### config.mk
export PLATFORM = sky130hd
export DESIGN_NAME = dvs_top
export DESIGN_NICKNAME = d
export VERILOG_FILES = /design/src/core/dvs_pkg.sv /design/src/core/dvs_top.sv
export SDC_FILE = /design/constraint.sdc
export NUM_CORES = 1
export LEC_CHECK = 0
export BUFFER_PORTS_ARGS = -buffer_cell sky130_fd_sc_hd__clkbuf_2
export CAP_MARGIN = 10
export CORE_ASPECT_RATIO = 0.75
export CORE_MARGIN = 2
export CORE_UTILIZATION = 40
export CTS_BUF_LIST = sky130_fd_sc_hd__clkbuf_4
export DETAILED_ROUTE_END_ITERATION = 10
export GPL_TIMING_DRIVEN = 1
export PLACE_DENSITY_LB_ADDON = 0.12
export SYNTH_ARGS = -nofsm -noshare
export SYNTH_HDL_FRONTEND = slang
export SYNTH_SLANG_ARGS = --single-unit
### constraint.sdc
create_clock -name core_clk -period 6 [get_ports core_clk]
set_input_delay 0.6 -clock core_clk [delete_from_list [all_inputs] [get_ports core_clk]]
set_output_delay 0.6 -clock core_clk [all_outputs]
set_load 0.1 [all_outputs]
### src/core/dvs_pkg.sv
// Package of constants and carrier types for the DAC volume and sequencing block.
// Assumes one 40 MHz core clock and a byte-wide plain register port.
package dvs_pkg;

   // ***************************************************************
   // Clocks and rates
   // ***************************************************************
   localparam int unsigned CLK_RATE_KHZ  = 40000;
   localparam int unsigned FS_REF_KHZ    = 48;
   localparam int unsigned MOD_OSR       = 128;
   localparam int unsigned MOD_RATE_KHZ  = MOD_OSR * FS_REF_KHZ;
   localparam logic [15:0] NCO_MODULUS   = 16'(CLK_RATE_KHZ);
   localparam logic [15:0] NCO_INCREMENT = 16'(MOD_RATE_KHZ);

   // ***************************************************************
   // Register offsets
   // ***************************************************************
   localparam logic [7:0] OFS_POWER     = 8'h00;
   localparam logic [7:0] OFS_LEFT_VOL  = 8'h01;
   localparam logic [7:0] OFS_RIGHT_VOL = 8'h02;
   localparam logic [7:0] OFS_MASTER    = 8'h03;
   localparam logic [7:0] OFS_STEP      = 8'h04;
   localparam logic [7:0] OFS_EFFECTS   = 8'h05;
   localparam logic [7:0] OFS_CM        = 8'h06;
   localparam logic [7:0] OFS_STATUS    = 8'h07;
   localparam logic [7:0] OFS_LEFT_APP  = 8'h08;
   localparam logic [7:0] OFS_RIGHT_APP = 8'h09;
   localparam logic [7:0] OFS_LEFT_SEL  = 8'h10;
   localparam logic [7:0] OFS_RIGHT_SEL = 8'h11;
   localparam logic [7:0] OFS_PGA_STEP  = 8'h12;
   localparam logic [7:0] OFS_LVL_LEFT  = 8'h20;
   localparam logic [7:0] OFS_LVL_RIGHT = 8'h28;
   localparam logic [7:0] OFS_BIAS      = 8'h6d;

   // ***************************************************************
   // Field positions and codes
   // ***************************************************************
   localparam int unsigned POWER_DAC_BIT  = 0;
   localparam int unsigned POWER_LEFT_BIT = 1;
   localparam int unsigned POWER_RIGHT_BIT = 2;
   localparam int unsigned STEP_OFF_BIT   = 0;
   localparam int unsigned STEP_HALF_BIT  = 1;
   localparam int unsigned FX_DEEMPH_BIT  = 0;
   localparam int unsigned FX_EFFECTS_BIT = 1;
   localparam int unsigned VOL_MUTE_BIT   = 7;
   localparam int unsigned BIAS_LSB       = 6;
   localparam int unsigned NUM_SOURCES    = 5;
   localparam int unsigned NUM_LEVELS     = 2 * NUM_SOURCES;
   localparam logic [7:0] VOL_MUTE_CODE   = 8'h80;
   localparam logic [3:0] LVL_MAX_CODE    = 4'h8;
   localparam logic [3:0] LVL_MUTE_CODE   = 4'h9;

   // ***************************************************************
   // Reset values
   // ***************************************************************
   localparam logic [7:0] RST_VOL      = 8'h80;
   localparam logic [2:0] RST_POWER    = 3'h0;
   localparam logic [1:0] RST_STEP     = 2'h0;
   localparam logic [1:0] RST_FX       = 2'h0;
   localparam logic [1:0] RST_CM       = 2'h0;
   localparam logic [1:0] RST_BIAS     = 2'h0;
   localparam logic [7:0] RST_SEL      = 8'h00;
   localparam logic [3:0] RST_LVL      = 4'h9;

   // ***************************************************************
   // Types
   // ***************************************************************
   typedef enum logic [2:0] {DVS_OFF, DVS_RUN, DVS_FX_MUTE, DVS_DOWN} dvs_state_t;

   typedef struct packed {
      logic       dac_enable;
      logic       left_analog_en;
      logic       right_analog_en;
      logic       deemph_en;
      logic       effects_en;
      logic [1:0] bias_level;
      logic [1:0] cm_level;
   } dvs_dac_cfg_t;

   typedef struct packed {
      logic [2:0] single_ended;
      logic [4:0] source_en;
   } dvs_rec_cfg_t;

endpackage : dvs_pkg

### src/core/dvs_top.sv
// DAC digital volume, soft-step, power and effect sequencing, plus record input mixing control.
// Assumes a host on the plain register port and one-cycle sample ticks from same-clock logic.
`timescale 1ns/10ps
`default_nettype none

module dvs_top
   import dvs_pkg::*;
(
   input  wire logic                          core_clk,
   input  wire logic                          rst_n,
   input  wire logic [7:0]                    reg_addr,
   input  wire logic [7:0]                    reg_wdata,
   input  wire logic                          reg_wr,
   input  wire logic                          reg_rd,
   output logic      [7:0]                    reg_rdata,
   input  wire logic                          dac_sample_tick,
   input  wire logic                          adc_sample_tick,
   output logic                               mod_clk_en,
   output dvs_pkg::dvs_dac_cfg_t              dac_cfg,
   output logic      [7:0]                    dac_atten_left,
   output logic      [7:0]                    dac_atten_right,
   output logic                               dac_volume_done,
   output logic                               dac_powered_down,
   output dvs_pkg::dvs_rec_cfg_t [1:0]        rec_cfg,
   output logic      [dvs_pkg::NUM_LEVELS-1:0][3:0] rec_level
);
   import dvs_pkg::*;

   // ***************************************************************
   // Reset release
   // ***************************************************************
   logic [1:0] rst_sync_reg;
   wire        rst_sync_n = rst_sync_reg[1];

   always_ff @(posedge core_clk or negedge rst_n) begin
      if (!rst_n) begin
         rst_sync_reg <= 2'h0;
      end else begin
         rst_sync_reg <= {rst_sync_reg[0], 1'b1};
      end
   end

   // ***************************************************************
   // Register storage
   // ***************************************************************
   logic [1:0][7:0]           vol_reg;
   logic [2:0]                power_reg;
   logic [1:0]                step_reg;
   logic [1:0]                fx_reg;
   logic [1:0]                cm_reg;
   logic [1:0]                bias_reg;
   logic [1:0]                pga_step_reg;
   logic [1:0][7:0]           sel_reg;
   logic [NUM_LEVELS-1:0][3:0] lvl_reg;
   logic [7:0]                rdata_reg;

   // Write decode
   wire wr_left   = reg_wr && (reg_addr == OFS_LEFT_VOL);
   wire wr_right  = reg_wr && (reg_addr == OFS_RIGHT_VOL);
   wire wr_master = reg_wr && (reg_addr == OFS_MASTER);
   wire wr_power  = reg_wr && (reg_addr == OFS_POWER);
   wire wr_step   = reg_wr && (reg_addr == OFS_STEP);
   wire wr_fx     = reg_wr && (reg_addr == OFS_EFFECTS);
   wire wr_cm     = reg_wr && (reg_addr == OFS_CM);
   wire wr_bias   = reg_wr && (reg_addr == OFS_BIAS);
   wire wr_pga    = reg_wr && (reg_addr == OFS_PGA_STEP);
   wire wr_lsel   = reg_wr && (reg_addr == OFS_LEFT_SEL);
   wire wr_rsel   = reg_wr && (reg_addr == OFS_RIGHT_SEL);

   always_ff @(posedge core_clk or negedge rst_sync_n) begin
      if (!rst_sync_n) begin
         vol_reg      <= {RST_VOL, RST_VOL};
         power_reg    <= RST_POWER;
         step_reg     <= RST_STEP;
         fx_reg       <= RST_FX;
         cm_reg       <= RST_CM;
         bias_reg     <= RST_BIAS;
         pga_step_reg <= RST_STEP;
         sel_reg      <= {RST_SEL, RST_SEL};
      end else begin
         if (wr_left || wr_master) begin
            vol_reg[0] <= reg_wdata;
         end
         if (wr_right || wr_master) begin
            vol_reg[1] <= reg_wdata;
         end
         if (wr_power) begin
            power_reg <= reg_wdata[2:0];
         end
         if (wr_step) begin
            step_reg <= reg_wdata[1:0];
         end
         if (wr_fx) begin
            fx_reg <= reg_wdata[1:0];
         end
         if (wr_cm) begin
            cm_reg <= reg_wdata[1:0];
         end
         if (wr_bias) begin
            bias_reg <= reg_wdata[BIAS_LSB+1:BIAS_LSB];
         end
         if (wr_pga) begin
            pga_step_reg <= reg_wdata[1:0];
         end
         if (wr_lsel) begin
            sel_reg[0] <= reg_wdata;
         end
         if (wr_rsel) begin
            sel_reg[1] <= reg_wdata;
         end
      end
   end

   // ***************************************************************
   // Sequencer
   // ***************************************************************
   dvs_state_t state_reg;
   logic       dac_on_reg;
   logic [1:0] fx_applied_reg;
   logic       pd_flag_reg;
   logic [1:0][7:0] appl_reg;
   logic [1:0][7:0] appl_next;
   logic [1:0][7:0] target;

   wire both_muted  = (appl_reg[0] == VOL_MUTE_CODE) && (appl_reg[1] == VOL_MUTE_CODE);
   wire fx_changed  = (fx_reg != fx_applied_reg);
   wire force_mute  = (state_reg == DVS_FX_MUTE) || (state_reg == DVS_DOWN);

   always_ff @(posedge core_clk or negedge rst_sync_n) begin
      if (!rst_sync_n) begin
         state_reg      <= DVS_OFF;
         dac_on_reg     <= 1'b0;
         fx_applied_reg <= RST_FX;
         pd_flag_reg    <= 1'b1;
      end else begin
         case (state_reg)
            DVS_OFF: begin
               // Output is held muted while off, so effect changes pass at once
               fx_applied_reg <= fx_reg;
               if (power_reg[POWER_DAC_BIT]) begin
                  dac_on_reg     <= 1'b1;
                  pd_flag_reg    <= 1'b0;
                  state_reg      <= DVS_RUN;
               end
            end
            DVS_RUN: begin
               if (!power_reg[POWER_DAC_BIT]) begin
                  state_reg <= DVS_DOWN;
               end else if (fx_changed) begin
                  state_reg <= DVS_FX_MUTE;
               end
            end
            DVS_FX_MUTE: begin
               if (both_muted) begin
                  fx_applied_reg <= fx_reg;
                  // Hold one cycle so the registered effect switch lands before the ramp up
                  if (!fx_changed) begin
                     state_reg <= DVS_RUN;
                  end
               end
            end
            DVS_DOWN: begin
               if (both_muted) begin
                  dac_on_reg  <= 1'b0;
                  pd_flag_reg <= 1'b1;
                  state_reg   <= DVS_OFF;
               end
            end
            default: begin
               state_reg <= DVS_OFF;
            end
         endcase
      end
   end

   // ***************************************************************
   // DAC volume soft-step
   // ***************************************************************
   logic dac_phase_reg;
   wire  dac_step_en = dac_sample_tick && (!step_reg[STEP_HALF_BIT] || dac_phase_reg);

   always_ff @(posedge core_clk or negedge rst_sync_n) begin
      if (!rst_sync_n) begin
         dac_phase_reg <= 1'b0;
      end else if (dac_sample_tick) begin
         dac_phase_reg <= !dac_phase_reg;
      end
   end

   genvar ch;
   generate
      for (ch = 0; ch < 2; ch++) begin : g_chan
         // Code n means n half-decibel steps down; the mute code sits one past the last level
         assign target[ch] = (force_mute || vol_reg[ch][VOL_MUTE_BIT]) ? VOL_MUTE_CODE :
                             {1'b0, vol_reg[ch][6:0]};

         always_comb begin
            appl_next[ch] = appl_reg[ch];
            if (!dac_on_reg) begin
               appl_next[ch] = VOL_MUTE_CODE;
            end else if (step_reg[STEP_OFF_BIT]) begin
               appl_next[ch] = target[ch];
            end else if (dac_step_en && (appl_reg[ch] < target[ch])) begin
               appl_next[ch] = appl_reg[ch] + 8'h01;
            end else if (dac_step_en && (appl_reg[ch] > target[ch])) begin
               appl_next[ch] = appl_reg[ch] - 8'h01;
            end
         end

         always_ff @(posedge core_clk or negedge rst_sync_n) begin
            if (!rst_sync_n) begin
               appl_reg[ch] <= VOL_MUTE_CODE;
            end else begin
               appl_reg[ch] <= appl_next[ch];
            end
         end
      end
   endgenerate

   wire vol_done = (appl_reg[0] == target[0]) && (appl_reg[1] == target[1]) && !force_mute;

   // ***************************************************************
   // Record input level soft-step
   // ***************************************************************
   // Level steps follow the record amplifier step settings, not the DAC ones
   logic adc_phase_reg;
   wire  adc_step_en = adc_sample_tick && (!pga_step_reg[STEP_HALF_BIT] || adc_phase_reg);
   logic [NUM_LEVELS-1:0][3:0] lvl_appl_reg;
   logic [NUM_LEVELS-1:0][3:0] lvl_next;
   logic [NUM_LEVELS-1:0][3:0] lvl_target;
   logic [NUM_LEVELS-1:0]      lvl_hit;

   always_ff @(posedge core_clk or negedge rst_sync_n) begin
      if (!rst_sync_n) begin
         adc_phase_reg <= 1'b0;
      end else if (adc_sample_tick) begin
         adc_phase_reg <= !adc_phase_reg;
      end
   end

   genvar li;
   generate
      for (li = 0; li < NUM_LEVELS; li++) begin : g_level
         localparam logic [7:0] LVL_OFS = (li < NUM_SOURCES) ? OFS_LVL_LEFT + 8'(li) :
                                          OFS_LVL_RIGHT + 8'(li - NUM_SOURCES);
         assign lvl_hit[li] = (reg_addr == LVL_OFS);
         // Codes above the last level all mean mute, so a stray code never leaves a source live
         assign lvl_target[li] = (lvl_reg[li] > LVL_MAX_CODE) ? LVL_MUTE_CODE : lvl_reg[li];

         always_comb begin
            lvl_next[li] = lvl_appl_reg[li];
            if (pga_step_reg[STEP_OFF_BIT]) begin
               lvl_next[li] = lvl_target[li];
            end else if (adc_step_en && (lvl_appl_reg[li] < lvl_target[li])) begin
               lvl_next[li] = lvl_appl_reg[li] + 4'h1;
            end else if (adc_step_en && (lvl_appl_reg[li] > lvl_target[li])) begin
               lvl_next[li] = lvl_appl_reg[li] - 4'h1;
            end
         end

         always_ff @(posedge core_clk or negedge rst_sync_n) begin
            if (!rst_sync_n) begin
               lvl_reg[li]      <= RST_LVL;
               lvl_appl_reg[li] <= RST_LVL;
            end else begin
               if (reg_wr && lvl_hit[li]) begin
                  lvl_reg[li] <= reg_wdata[3:0];
               end
               lvl_appl_reg[li] <= lvl_next[li];
            end
         end
      end
   endgenerate

   // ***************************************************************
   // Read path
   // ***************************************************************
   logic [7:0] rd_mux;
   wire  [7:0] status_word = {5'h00, dac_on_reg, pd_flag_reg, vol_done};

   always_comb begin
      rd_mux = 8'h00;
      if (reg_addr == OFS_POWER) begin
         rd_mux = {5'h00, power_reg};
      end else if (reg_addr == OFS_LEFT_VOL) begin
         rd_mux = vol_reg[0];
      end else if (reg_addr == OFS_RIGHT_VOL) begin
         rd_mux = vol_reg[1];
      end else if (reg_addr == OFS_STEP) begin
         rd_mux = {6'h00, step_reg};
      end else if (reg_addr == OFS_EFFECTS) begin
         rd_mux = {6'h00, fx_reg};
      end else if (reg_addr == OFS_CM) begin
         rd_mux = {6'h00, cm_reg};
      end else if (reg_addr == OFS_STATUS) begin
         rd_mux = status_word;
      end else if (reg_addr == OFS_LEFT_APP) begin
         rd_mux = appl_reg[0];
      end else if (reg_addr == OFS_RIGHT_APP) begin
         rd_mux = appl_reg[1];
      end else if (reg_addr == OFS_LEFT_SEL) begin
         rd_mux = sel_reg[0];
      end else if (reg_addr == OFS_RIGHT_SEL) begin
         rd_mux = sel_reg[1];
      end else if (reg_addr == OFS_PGA_STEP) begin
         rd_mux = {6'h00, pga_step_reg};
      end else if (reg_addr == OFS_BIAS) begin
         rd_mux = {bias_reg, 6'h00};
      end else begin
         for (int i = 0; i < NUM_LEVELS; i++) begin
            if (lvl_hit[i]) begin
               rd_mux = {4'h0, lvl_reg[i]};
            end
         end
      end
   end

   always_ff @(posedge core_clk or negedge rst_sync_n) begin
      if (!rst_sync_n) begin
         rdata_reg <= 8'h00;
      end else begin
         rdata_reg <= reg_rd ? rd_mux : 8'h00;
      end
   end

   // ***************************************************************
   // Modulator rate enable
   // ***************************************************************
   // Fractional divider: the core clock is no integer multiple of 128 fs, so edges jitter by one cycle
   logic [15:0] nco_reg;
   logic        mod_en_reg;
   wire  [15:0] nco_sum  = nco_reg + NCO_INCREMENT;
   wire         nco_wrap = (nco_sum >= NCO_MODULUS);

   always_ff @(posedge core_clk or negedge rst_sync_n) begin
      if (!rst_sync_n) begin
         nco_reg    <= 16'h0000;
         mod_en_reg <= 1'b0;
      end else begin
         nco_reg    <= nco_wrap ? nco_sum - NCO_MODULUS : nco_sum;
         mod_en_reg <= nco_wrap && dac_on_reg;
      end
   end

   // ***************************************************************
   // Registered outputs
   // ***************************************************************
   dvs_dac_cfg_t            cfg_reg;
   dvs_rec_cfg_t [1:0]      rec_reg;
   logic                    done_reg;

   always_ff @(posedge core_clk or negedge rst_sync_n) begin
      if (!rst_sync_n) begin
         cfg_reg  <= '0;
         rec_reg  <= '0;
         done_reg <= 1'b0;
      end else begin
         cfg_reg.dac_enable      <= dac_on_reg;
         cfg_reg.left_analog_en  <= dac_on_reg && power_reg[POWER_LEFT_BIT];
         cfg_reg.right_analog_en <= dac_on_reg && power_reg[POWER_RIGHT_BIT];
         cfg_reg.deemph_en       <= fx_applied_reg[FX_DEEMPH_BIT];
         cfg_reg.effects_en      <= fx_applied_reg[FX_EFFECTS_BIT];
         cfg_reg.bias_level      <= bias_reg;
         cfg_reg.cm_level        <= cm_reg;
         // Source 0 own line 1, 1 own line 2, 2 opposite line 1, 3 left mic 3, 4 right mic 3
         rec_reg[0] <= sel_reg[0];
         rec_reg[1] <= sel_reg[1];
         done_reg   <= vol_done;
      end
   end

   assign reg_rdata        = rdata_reg;
   assign mod_clk_en       = mod_en_reg;
   assign dac_cfg          = cfg_reg;
   assign dac_atten_left   = appl_reg[0];
   assign dac_atten_right  = appl_reg[1];
   assign dac_volume_done  = done_reg;
   assign dac_powered_down = pd_flag_reg;
   assign rec_cfg          = rec_reg;
   assign rec_level        = lvl_appl_reg;

endmodule : dvs_top

`default_nettype wire

==> summary.md <==
| Metric | Value |
|---|---|
| Total vias in the final route | `9914` |
| Number of global-route vias before repair | `9493` |
| Number of standard cells in the final layout excluding fillers | `1756` |
| HPWL after detailed placement | `24860 µm` |
| Initial antenna violation count | `2` |
| Final number of max-transition violations | `0` |
| Post-layout util | `44.45%` |
| Share of the synthesized area in the top cell type | `30.17%` |
| Layout overhead on the synthesized area | `10.18%` |
| Top cells by area, synth | `dfrtp_1, dfstp_2, ha_1, mux2_2, nand2_1` |
| Pre-CTS setup slack | `1.789 ns` |
| Setup skew after layout | `0.04161 ns` |
| Maximum fanout along the worst path | `13` |
| Boundary Pins | `114` |
| Hold buffers post-CTS | `1` |
| Number of synthesized flops with an enable pin | `0` |
| Worst endpoint required time | `6.63 ns` |
| Post-layout total power | `7.296 mW` |
| Static Leak | `6.217 nW` |
| Share of synthesized flip-flops with an asynchronous set or reset | `100.0%` |
| Clock root buffer | `clkbuf_4` |
| Wire length of the first global-routing pass | `54780 µm` |
| Classification of the worst-slack hold path | `in -> reg` |
| Adder-Cell Fraction of Synth Area | `11.01%` |
| Mapped cell area | `0.01252 mm²` |
| Final wirelength | `34530 µm` |
| Sort of element at the end of the critical path | `flop` |
| Insertion delay of the later-clocked pin in the worst-skew pair | `0.67 ns` |
| Net count of the mapped netlist | `1370` |
| Clock Power Share | `10.8%` |
| Final global-route overflow total | `0` |
| Fmax | `0.2304 GHz` |
| Combinational group share of total power | `60.7%` |
| Synth warnings | `0` |
| Basic-gate share of the synthesized area counting and, or, nand and nor cells | `15.28%` |
| IO Port Bufs | `113` |
| Number of buffers inserted during clock tree synthesis | `17` |
| Maximum number of pins on one net before global-route repair | `112` |
| Finished Cell Area | `0.01380 mm²` |
| Top cells by count, synth | `dfrtp_1, nand2_1, mux2_2, ha_1, o21ai_0` |
| Full die area | `0.03275 mm²` |
| Via count normalized by instance count | `5.646` |
| Cell with the most instances after synthesis | `dfrtp_1` |
| Run status | `finished, final reports clean` |
| Fin Setup TNS | `0 ns` |
| Final WS setup | `1.659 ns` |
| Starting DRC count in detailed routing | `685` |
| Number of synthesized register bits | `196` |
| Setup repair after global routing missed its margin | `false` |
| Period minus WS final | `4.341 ns` |
| # fillers | `3057` |
| Synth Area in Compound Gates | `17.28%` |
| Layout cell share with drive strength beyond 1 | `24.68%` |
| Starting density of the core | `40.35%` |
| Fraction of the yosys area taken by sequential cells | `39.61%` |
| Cell Rows | `56` |
| Worst rel slew slack | `24.56%` |
| Internal power | `3.321 mW` |
| Startpoint-to-endpoint class of the critical path | `reg -> reg` |
| Number of antenna-violating nets in the routed design | `0` |
| Multiplexer fraction of the synthesized cell area | `11.24%` |
| Post-synthesis area per instance | `10.06 µm²` |
| Worst vdd ir | `0.0005181 V` |
| Placer Congestion | `0.8545` |
| Endpoints failing hold | `0` |
| CTS clk-pin slew, worst paths | `0.22 ns` |
| Post-CTS setup repair buffer count | `0` |
| Total iterations of the first detailed-routing run | `5` |
| Leading register cell type out of synthesis | `dfrtp_1` |
| Overall fraction of global-route tracks in use | `21.41%` |
| Level count of the clock H-tree | `4` |
| DRC viols | `0` |
| Final routed wire length divided by cell count | `19.66 µm` |
| Total power divided by cell area | `528.7 mW/mm²` |
| Buffers from clock root to sink, at most | `2` |
| Xor and xnor area share after synthesis | `2.308%` |
| Hold slack | `0.1434 ns` |
| Post-Syn Instances | `1245` |
| Die width | `208.3 µm` |
| Least-Margin Pin Slew | `1.132 ns` |
| Maximum Capacitance Violations | `0` |
| Total placed instance area | `0.01346 mm²` |
| Fraction of power spent switching nets | `54.48%` |
| Switching power | `3.974 mW` |
| CTS tree | `yes` |
| Final Setup Violations | `0` |
| Core Box Area | `0.03104 mm²` |
| Data arrival time at the worst-slack endpoint | `4.97 ns` |
| Number of cells in the design after placement | `1722` |
| Synth cell types | `86` |
| Post-cts gate resize count | `0` |
| TritonCTS Sinks | `196` |
| Die height | `157.2 µm` |
| Cell type with the highest aggregate area in the netlist | `dfrtp_1` |
| Kind of start point of the critical path | `flop` |
| Relative contribution of sequential cells to total power | `28.5%` |
| Ratio of final minimum period to clock period | `72.35%` |
| Final net count | `1461` |
| Main combinational cell family by area after synthesis | `compound AO/OA/AOI/OAI gates` |
[power groups by stage]
stage          combinational [mW]  clock (mW)  sequential [mW]
2_1_floorplan                2.27           0             3.44
3_3_place_gp                 4.36           0             2.11
3_5_place_dp                 4.42           0             2.11
4_1_cts                      4.44       0.812             2.08
5_1_grt                      4.91       0.870             2.14
6_report                     4.43       0.786             2.08
[cell families (layout without fill, tap and decap cells)]
logic type               after synthesis  after routing
AO/OA/AOI/OAI                        326            326
XOR/XNOR                              33             33
adder cells (fa/ha/maj)              103            103
buffers and inverters                103            207
flip-flops                           196            196
multiplexers                         122            122
other                                  1              2
AND/OR/NAND/NOR                      361            361
[metal layers]
layer,vias to the layer above,share of wire (%),wire (µm),track usage (%)
met5,-,0,0,0
met4,0,0.90,309,3.734
met3,27,4.8,1658,3.591
met2,225,41,14140,30.02
met1,4869,53,18420,34.17
li1,4793,-,-,-
[critical path: stages (launching register included)]
cell      delay (ns)
dfrtp_1         0.53
nor2_1          0.67
nand2_1         0.17
ha_1            0.33
o21ai_0         0.16
a21oi_1         0.07
o31ai_1         0.36
nand2_1         0.31
ha_1            0.46
nand3_1         0.12
o2111a_1        0.25
nor3_1          0.28
a21oi_1         0.08
or4_1           0.41
nand3_1         0.10
[area by class of cell]
type                       instances  area, µm²  area share, %
inverter                          55      206.4          1.496
clock buffer                      17      127.6         0.9249
timing repair buffer             120      633.1          4.588
sequential                       196       4965          35.98
multi-input combinational        946       7157          51.87
clock inverter                    15      198.9          1.442
antenna                            1      2.502        0.01814
tap                              406      508.0          3.682
[placed cells by master, fill, tap and decap left out, types with 24 or more instances in the layout]
master and instances:
a21o_1 25, a21oi_1 43, a31oi_1 37, clkbuf_2 113
dfrtp_1 150, dfstp_2 45, ha_1 91, inv_1 54
mux2_2 95, nand2_1 121, nand2b_1 28, nand3_1 33
nor2_1 61, o21ai_0 83, o22ai_1 24
[worst paths after layout]
check                                           from  cells past startpoint  slack, ns                        endpoint
min reg2reg                rst_sync_reg[0]$_DFF_PN0_                      0       0.37       rst_sync_reg[1]$_DFF_PN0_
max reg2reg                 state_reg[1]$_DFFE_PN0P_                     14       1.66  dac_atten_right[7]$_DFFE_PN1P_
max                         state_reg[1]$_DFFE_PN0P_                     14       1.66  dac_atten_right[7]$_DFFE_PN1P_
min in group asynchronous                      rst_n                      2       0.23       rst_sync_reg[1]$_DFF_PN0_
min                                  dac_sample_tick                      2       0.14       dac_phase_reg$_DFFE_PN0P_
max in group asynchronous  rst_sync_reg[1]$_DFF_PN0_                      1       4.52         lvl_reg[30]$_DFFE_PN0P_
(Power assumes the default switching activity.)
